`src/fpoc_map.svh`:
```
// Behaviour
// - frequency register bit 7 picks one of two PWM source clocks.
// - frequency register bits 6-0 hold the prescale divider value.
// - source 0 gives 93.9 kHz divided by prescale plus one.
// - source 1 gives 1008 Hz divided by mapped low four prescale bits.
// - duty equals value over 255; FFh full on, zero always off.
// - duty register read-only in bank 0 cpu_fan_duty_value, written bank 2 index 09.
// - frequency setting acts only while the CPU fan output is in PWM mode.
// - system fan config bit 0: 0 PWM, 1 DC; resets to DC.
`ifndef FPOC_MAP_SVH
`define FPOC_MAP_SVH
// ****************************************
// register indexes and banks
// ****************************************
`define FPOC_IDX_FREQ    7'h02
`define FPOC_IDX_DUTY    7'h03
`define FPOC_IDX_SYSCFG  7'h04
`define FPOC_IDX_CPUCFG  7'h4d
`define FPOC_IDX_BANK    7'h4e
`define FPOC_IDX_DUTY_WR 7'h09
`define FPOC_BANK0       3'h0
`define FPOC_BANK2       3'h2
// ****************************************
// field positions and reset values
// ****************************************
`define FPOC_BIT_MODE    0
`define FPOC_FREQ_RST    8'h04
`define FPOC_DUTY_RST    8'hff
`define FPOC_SYSCFG_RST  1'h1
`define FPOC_CPUCFG_RST  1'h0
`define FPOC_BANK_RST    3'h0
// ****************************************
// timing
// ****************************************
`define FPOC_CLK_HZ      200000000
`define FPOC_SRC0_HZ     93900
`define FPOC_SRC1_HZ     1008
`define FPOC_PWM_STEPS   255
`define FPOC_SRC0_TICKS  (`FPOC_CLK_HZ / (`FPOC_SRC0_HZ * `FPOC_PWM_STEPS))
`define FPOC_SRC1_TICKS  (`FPOC_CLK_HZ / (`FPOC_SRC1_HZ * `FPOC_PWM_STEPS))
`define FPOC_STEP_LAST   8'hfe
// mapped divisors of source 1 codes 8 and 9; higher codes double from 9
`define FPOC_DIV_MAP8    11'h00c
`define FPOC_DIV_MAP9    11'h010
`endif

```
`src/fpoc_pkg.sv`:
```
package fpoc_pkg;
   // frequency register layout
   typedef struct packed {
      logic       clk_sel;
      logic [6:0] prescale;
   } fpoc_freq_cfg_t;
   // host port request
   typedef struct packed {
      logic       data_sel;
      logic       wr;
      logic       rd;
      logic [7:0] wdata;
   } fpoc_bus_req_t;
endpackage : fpoc_pkg

```
`src/fpoc_top.sv`:
```
`timescale 1ns/1ps
`default_nettype none
`include "fpoc_map.svh"
module fpoc_top import fpoc_pkg::*; (
   // clock and reset
   input  wire logic       clk_i,
   input  wire logic       srst_i,
   // host index and data ports
   input  wire logic       port_data_sel_i,
   input  wire logic       port_wr_i,
   input  wire logic       port_rd_i,
   input  wire logic [7:0] port_wdata_i,
   output logic      [7:0] port_rdata_o,
   output logic            port_rvalid_o,
   // cpu fan
   output logic            cpu_fan_drive_output_o,
   output logic      [7:0] cpu_fan_dc_level_o,
   output logic            cpu_fan_period_o,
   // system fan
   output logic            system_fan_output_type_select_o
);
   // ****************************************
   // host port
   // ****************************************
   fpoc_bus_req_t  req;
   logic [6:0]     index_q;
   logic [2:0]     bank_q;
   fpoc_freq_cfg_t freq_q;
   logic [7:0]     duty_q;
   logic           sys_sel_q;
   logic           cpu_dc_q;
   logic [7:0]     rdata_q;
   logic           rvalid_q;
   logic           pwm;
   logic           period;

   // pack the host strobes
   assign req = '{data_sel: port_data_sel_i,
                  wr:       port_wr_i,
                  rd:       port_rd_i,
                  wdata:    port_wdata_i};

   // bank and index match, used by reads and writes
   function automatic logic hit(input logic [2:0] b_q,
                                input logic [6:0] i_q,
                                input logic [2:0] b,
                                input logic [6:0] i);
      hit = (b_q == b) && (i_q == i);
   endfunction : hit

   // decode of the selected location
   wire idx_wr   = req.wr && !req.data_sel;
   wire data_wr  = req.wr && req.data_sel;
   wire sel_bank = (index_q == `FPOC_IDX_BANK);
   wire sel_freq = hit(bank_q, index_q, `FPOC_BANK0, `FPOC_IDX_FREQ);
   wire sel_duty = hit(bank_q, index_q, `FPOC_BANK0, `FPOC_IDX_DUTY);
   wire sel_sys  = hit(bank_q, index_q, `FPOC_BANK0, `FPOC_IDX_SYSCFG);
   wire sel_cpu  = hit(bank_q, index_q, `FPOC_BANK0, `FPOC_IDX_CPUCFG);
   wire sel_dwr  = hit(bank_q, index_q, `FPOC_BANK2, `FPOC_IDX_DUTY_WR);

   // read selection; unmapped and reserved bits read zero
   wire [7:0] reg_mux =
      sel_bank ? {5'h00, bank_q} :
      sel_freq ? freq_q :
      (sel_duty || sel_dwr) ? duty_q :
      sel_sys  ? {7'h00, sys_sel_q} :
      sel_cpu  ? {7'h00, cpu_dc_q} :
      8'h00;
   // the address port reads back the pointer, bit 7 as zero
   wire [7:0] rd_mux = req.data_sel ? reg_mux : {1'b0, index_q};

   // index pointer and bank select
   always_ff @(posedge clk_i) begin
      if (srst_i) begin
         index_q <= 7'h00;
         bank_q  <= `FPOC_BANK_RST;
      end else begin
         if (idx_wr)
            index_q <= req.wdata[6:0];
         if (data_wr && sel_bank)
            bank_q <= req.wdata[2:0];
      end
   end

   // frequency configuration
   always_ff @(posedge clk_i) begin
      if (srst_i) begin
         freq_q <= `FPOC_FREQ_RST;
      end else if (data_wr && sel_freq) begin
         freq_q <= req.wdata;
      end
   end

   // duty value; the bank 0 alias ignores writes
   always_ff @(posedge clk_i) begin
      if (srst_i) begin
         duty_q <= `FPOC_DUTY_RST;
      end else if (data_wr && sel_dwr) begin
         duty_q <= req.wdata;
      end
   end

   // output mode bits
   always_ff @(posedge clk_i) begin
      if (srst_i) begin
         sys_sel_q <= `FPOC_SYSCFG_RST;
         cpu_dc_q  <= `FPOC_CPUCFG_RST;
      end else begin
         if (data_wr && sel_sys)
            sys_sel_q <= req.wdata[`FPOC_BIT_MODE];
         if (data_wr && sel_cpu)
            cpu_dc_q <= req.wdata[`FPOC_BIT_MODE];
      end
   end

   // read data captured one cycle after the strobe
   always_ff @(posedge clk_i) begin
      if (srst_i) begin
         rdata_q  <= 8'h00;
         rvalid_q <= 1'b0;
      end else begin
         rvalid_q <= req.rd;
         if (req.rd)
            rdata_q <= rd_mux;
      end
   end

   assign port_rdata_o  = rdata_q;
   assign port_rvalid_o = rvalid_q;

   // ****************************************
   // cpu fan waveform
   // ****************************************
   // the core keeps counting in dc mode so a return to pwm is glitch free
   fpoc_pwm_core fpoc_pwm_core_inst (
      .clk_i    (clk_i),
      .srst_i   (srst_i),
      .cfg_i    (freq_q),
      .duty_i   (duty_q),
      .run_i    (!cpu_dc_q),
      .pwm_o    (pwm),
      .period_o (period)
   );

   assign cpu_fan_drive_output_o = pwm;
   assign cpu_fan_period_o       = period && !cpu_dc_q;
   // dc level feeds an external converter, not modelled here
   assign cpu_fan_dc_level_o     = duty_q;

   assign system_fan_output_type_select_o = sys_sel_q;

   // ****************************************
   // checks
   // ****************************************
   // bank 0 alias is read only
   property p_duty_ro;
      @(posedge clk_i) disable iff (srst_i)
         (data_wr && sel_duty) |=> $stable(duty_q);
   endproperty
   a_duty_ro: assert property (p_duty_ro) else $error("duty changed by bank 0 write");

   property p_duty_wr;
      @(posedge clk_i) disable iff (srst_i)
         (data_wr && sel_dwr) |=> (duty_q == $past(req.wdata));
   endproperty
   a_duty_wr: assert property (p_duty_wr) else $error("bank 2 duty write lost");

   property p_dc_low;
      @(posedge clk_i) disable iff (srst_i)
         cpu_dc_q [*2] |-> !cpu_fan_drive_output_o && !cpu_fan_period_o;
   endproperty
   a_dc_low: assert property (p_dc_low) else $error("pwm active in dc mode");

   property p_sys_sel;
      @(posedge clk_i) disable iff (srst_i)
         (data_wr && sel_sys) |=>
            (system_fan_output_type_select_o == $past(req.wdata[0]));
   endproperty
   a_sys_sel: assert property (p_sys_sel) else $error("system fan type not updated");

   property p_sys_rst;
      @(posedge clk_i) $fell(srst_i) |-> system_fan_output_type_select_o;
   endproperty
   a_sys_rst: assert property (p_sys_rst) else $error("system fan type not dc at reset");

   property p_freq_wr;
      @(posedge clk_i) disable iff (srst_i)
         (data_wr && sel_freq) |=> (freq_q.prescale == $past(req.wdata[6:0]))
                                   && (freq_q.clk_sel == $past(req.wdata[7]));
   endproperty
   a_freq_wr: assert property (p_freq_wr) else $error("frequency write lost");

   // duty readback at bank 0 index 3
   property p_duty_rd;
      @(posedge clk_i) disable iff (srst_i)
         (req.rd && req.data_sel && sel_duty && !data_wr) |=>
            port_rvalid_o && (port_rdata_o == duty_q);
   endproperty
   a_duty_rd: assert property (p_duty_rd) else $error("duty readback wrong");
endmodule : fpoc_top
`default_nettype wire

```
`src/fpoc_pwm_core.sv`:
```
`timescale 1ns/1ps
`default_nettype none
`include "fpoc_map.svh"
module fpoc_pwm_core import fpoc_pkg::*; (
   // clock and reset
   input  wire logic           clk_i,
   input  wire logic           srst_i,
   // setting
   input  wire fpoc_freq_cfg_t cfg_i,
   input  wire logic [7:0]     duty_i,
   input  wire logic           run_i,
   // waveform
   output logic                pwm_o,
   output logic                period_o
);
   logic [9:0]  src0_q, src1_q;
   logic [10:0] pre_q;
   logic [7:0]  cnt_q;
   logic        pwm_q, period_q;
   // source ticks, truncated so the step rate never falls below nominal
   wire src0_tick = (src0_q == 10'(`FPOC_SRC0_TICKS - 1));
   wire src1_tick = (src1_q == 10'(`FPOC_SRC1_TICKS - 1));
   wire src_tick = cfg_i.clk_sel ? src1_tick : src0_tick;
   function automatic logic [10:0] map_div(input logic [3:0] c);
      if (!c[3])
         map_div = 11'({1'b0, c} + 5'h01);
      else if (c[2:0] == 3'h0)
         map_div = `FPOC_DIV_MAP8;
      else
         map_div = `FPOC_DIV_MAP9 << (c[2:0] - 3'h1);
   endfunction : map_div
   wire [10:0] div = cfg_i.clk_sel ? map_div(cfg_i.prescale[3:0])
                                   : 11'({4'h0, cfg_i.prescale} + 11'h001);
   wire step = src_tick && (pre_q >= div - 11'h001);
   wire wrap = step && (cnt_q == `FPOC_STEP_LAST);
   // counters
   always_ff @(posedge clk_i) begin
      if (srst_i) begin
         src0_q   <= 10'h000;
         src1_q   <= 10'h000;
         pre_q    <= 11'h000;
         cnt_q    <= 8'h00;
         pwm_q    <= 1'b0;
         period_q <= 1'b0;
      end else begin
         src0_q   <= src0_tick ? 10'h000 : src0_q + 10'h001;
         src1_q   <= src1_tick ? 10'h000 : src1_q + 10'h001;
         if (src_tick)
            pre_q <= step ? 11'h000 : pre_q + 11'h001;
         if (step)
            cnt_q <= wrap ? 8'h00 : cnt_q + 8'h01;
         pwm_q    <= run_i && (cnt_q < duty_i);
         period_q <= wrap;
      end
   end
   assign pwm_o    = pwm_q;
   assign period_o = period_q;
   property p_cnt_bound;
      @(posedge clk_i) disable iff (srst_i) cnt_q <= `FPOC_STEP_LAST;
   endproperty
   a_cnt_bound: assert property (p_cnt_bound) else $error("step count past 254");
   property p_full;
      @(posedge clk_i) disable iff (srst_i) (run_i && duty_i == 8'hff) |=> pwm_q;
   endproperty
   a_full: assert property (p_full) else $error("duty ff not full on");
   property p_zero;
      @(posedge clk_i) disable iff (srst_i) (duty_i == 8'h00) |=> !pwm_q;
   endproperty
   a_zero: assert property (p_zero) else $error("duty zero not off");
   property p_src0;
      @(posedge clk_i) disable iff (srst_i) src0_tick |=> !src0_tick [*7] ##1 src0_tick;
   endproperty
   a_src0: assert property (p_src0) else $error("source 0 tick spacing wrong");
   property p_step_src;
      @(posedge clk_i) disable iff (srst_i) step |-> (cfg_i.clk_sel ? src1_tick : src0_tick);
   endproperty
   a_step_src: assert property (p_step_src) else $error("step off source tick");
endmodule : fpoc_pwm_core
`default_nettype wire

```
`config.mk`:
```
export PLATFORM = sky130hd
export DESIGN_NAME = fpoc_top
export DESIGN_NICKNAME = d
export VERILOG_FILES = /design/src/fpoc_pkg.sv /design/src/fpoc_top.sv /design/src/fpoc_pwm_core.sv
export VERILOG_INCLUDE_DIRS = /design/src /design/src/src
export SDC_FILE = /design/constraint.sdc
export NUM_CORES = 1
export LEC_CHECK = 0
export BUFFER_PORTS_ARGS = -buffer_cell sky130_fd_sc_hd__clkbuf_2
export CAP_MARGIN = 20
export CORE_ASPECT_RATIO = 0.8
export CORE_UTILIZATION = 28
export CTS_BUF_LIST = sky130_fd_sc_hd__clkbuf_8
export DETAILED_ROUTE_END_ITERATION = 16
export GPL_TIMING_DRIVEN = 0
export SLEW_MARGIN = 10
export SYNTH_ARGS = -nofsm -noshare
export SYNTH_HDL_FRONTEND = slang
export SYNTH_SLANG_ARGS = --single-unit
```
`constraint.sdc`:
```
create_clock -name clk_i -period 3.7 [get_ports clk_i]
set_input_delay 0.37 -clock clk_i [delete_from_list [all_inputs] [get_ports clk_i]]
set_output_delay 0.37 -clock clk_i [all_outputs]
set_load 0.03 [all_outputs]
```
==> results.toml <==
[drt]
num_vias = 4160
routed_via_density = 5.18
drc_errors = 0
firstDrtPassIters = 4
ant_nets = 0
wirelength_mm = 12.2
drt_iter0_drc = 312
detail_route.wl_per_cell_um = 15.2

[worst_setup_path]
cp.required_ns = 3.92
path_class = "register to register"
crit_chain = "buf_12 > ha_4 > xor2_2 > a211o_1 > nor4bb_4 > nor4b_4 > nand2_2 > a31oi_4 > ha_4 > a2111oi_4 > o21ai_1 > a21oi_1 > o31a_1 > clkbuf_8 > buf_6 > or2_4 > o32ai_2"
slowest_delay_ns = 0.38
critPathCaptureType = "register"
startpoint_type = "register"
crit_family = "compound AO/OA/AOI/OAI gates"
worst-path-buf-inv = 3
cp_slowest_cell = "dfxtp_4"
worst-endpoint-arrival_ns = 4.07
crit_fanout = 5
cp_common_cell = "ha_4"

[sta]
worst_slack_ns = -0.150
finalHoldViolations = 0
maxSlewViolCount = 0
fmax_mhz = 260
whs_ns = 0.295
tightest_slew_ns = 0.948
max_slew_margin_pct = 36.3
skew_ns = 0.0126
rsz0062_at_grt = "true"
setup_viol = 19
period_needed_ns = 3.85
fin_crit_sh_pct = 104

[power]
power.density_nw_per_um2 = 299
p_leak_nw = 2.18
finalPower_w = 0.00164
ir_drop_uv = 148

[cts]
cts_buffers = 9
root_buffer = "clkbuf_8"
cts.reportedPaths.clkPinSlew_ns = 0.08
ctsHtreeMaxLevel = 3
cts_tree = "done"
cts_sinks = 78
insertion_delay_ns = 0.36
clockBufferDepth = 2

[placed_design]
portBuffers = 32
dp_hpwl_mm = 8.58
gp_congestion = 0.905

[global_routing]
grt_first_pass_wirelength_mm = 19.8
first_global_vias = 3863
gr-total-overflow = 0
grt_start_max_net_pins = 13
grt_use_total_pct = 15.4
antenna_found_initial = 0

[final_layout]
multi_input_area_sq_um = 2910
final_core_util_pct = 36.1
drive_gt1_share_pct = 18.9
fillerInstances = 1559
antenna_cells = 0
layout.nets = 632
seqCellArea_sq_um = 1580
area_delta_synth_final_pct = 24.4

[synth]
synth_edf_count = 0
ys_seq_area_share_pct = 35.5
netlist_area_sq_um = 4400
async_reset_ff_share_pct = 0
syn_inst = 526
yosys.area.top_type = "dfxtp_1"
ys_top_cells_by_area = "dfxtp_1 35%, ha_1 8.8%, nand2_1 4.5%"
synth_ff_type = "dfxtp_1"
synth_fp_nets = 570
yosysWarnings = 0
synth_cell_type_count = 57
synth_top_cell_area_share_pct = 35.5
ys_seq_elements = 78
syn_avg_cell_area_sq_um = 8.37

[die]
fp.dieW_um = 142
start_util_pct = 29.0
core-area_sq_um = 15200
die-area_sq_um = 16200
die_h_um = 114
rows = 40
ios = 33

[flow_run]
cap_violations = 0

[min_path]
hp-class = "primary input to register"

[status]
violations = "negative setup slack"
status = "finished, violations left"
-- per-stage QoR --
step                cell area [sq um]  std cells  setup WS, ns  setup TNS, ns
finish                           5470        803        -0.150          -1.95
global route                     5470        803        -0.310          -5.32
CTS                              5350        799        -0.249          -4.24
detailed placement               4840        768        -0.897         -15.66
global placement                 4840        768        -0.663         -11.46
floorplan                        4420        526       0.00943              0
-- registers in the layout, summed over array words and instances, names as in the netlist, 3 cells and up --
register	count
fpoc_pwm_core_inst.src1_q	10
index_q	7
cpu_fan_dc_level_o	8
fpoc_pwm_core_inst.src0_q	10
freq_q	8
bank_q	3
port_rdata_o	8
fpoc_pwm_core_inst.pre_q	11
fpoc_pwm_core_inst.cnt_q	8
-- routing by layer --
layer  vias to the layer above  track usage, %  part of all wire, %
met5                         -               0                    0
met4                         0            5.30                  1.7
met3                        19            3.60                  6.4
met2                       141            24.3                   45
met1                      1990            20.7                   46
li1                       2010               -                    -
-- path summary, 6_finish.rpt --
check | start | to | slack [ns] | cells past startpoint
setup / recovery | freq_q[1] | fpoc_pwm_core_inst.cnt_q[7] | -0.15 | 17
hold / removal | port_wdata_i[3] | freq_q[3] | 0.30 | 3
setup reg to reg | freq_q[1] | fpoc_pwm_core_inst.cnt_q[7] | -0.15 | 17
hold reg to reg | fpoc_pwm_core_inst.src0_q[0] | fpoc_pwm_core_inst.src0_q[0] | 0.45 | 1
-- area by class of cell --
class,instances,area share (%)
multi-input combinational,405,53.2
sequential,78,28.8
timing repair buffer,51,6.04
tap,210,4.80
clock buffer,11,2.77
buffer,21,1.92
inverter,22,1.60
clock inverter,5,0.892
-- layout by cell type (no fill, tap or decap), drive strengths merged, types with 5 or more instances in the layout --
master and instances:
nand2 53, dfxtp 78, o21ai 16, xor2 18
a21o 7, a22o 5, mux2i 14, nand3 28
nor2 52, clkbuf 61, nor3 22, ha 31
and3 17, xnor2 18, buf 22, nor3b 5
nor2b 14, nand4 6, a21oi 28, o211ai 7
inv 22
-- cells by family (layout without fill, tap and decap cells) --
group                      after synthesis  after routing  synth area share [%]
adders and majority gates               31             31                  8.81
buffers and inverters                   43            110                  3.87
DFF                                     78             78                  35.5
AOI/OAI and AO/OA                       96             96                  14.6
and+or+nand+nor                        227            227                  26.6
muxes                                   15             15                  3.44
xor gates and xnor gates                36             36                  7.17
-- synthesized netlist by cell type (all sizes together), types with 5 or more instances --
cell	instances
a21o	7
a21oi	28
a22o	5
and3	17
clkbuf	18
dfxtp	78
ha	31
inv	21
mux2i	14
nand2	53
nand3	28
nand4	6
nor2	52
nor2b	14
nor3	22
nor3b	5
o211ai	7
o21ai	16
xnor2	18
xor2	18
-- tightest hold or removal path: stages --
cell	delay, ns
clkbuf_2	0.11
nand2_1	0.06
a21oi_1	0.06
-- report_power, final --
group	internal (W)	total, W	switching, W
combinational	0.0000419	0.000122	0.0000797
sequential	0.000852	0.000868	0.0000157
clock	0.000343	0.000648	0.000305
total	0.00124	0.00164	0.000401
-- timing repair --
item | CTS | global route
resized for setup | 43 | 23
pin swaps | 15 | 14
setup buffers | 15 | 3
hold buffers | 0 | 0
endpoints found under the setup margin | 20 | 20
cloned | 0 | 1
Power figures use the tool's default switching activity.
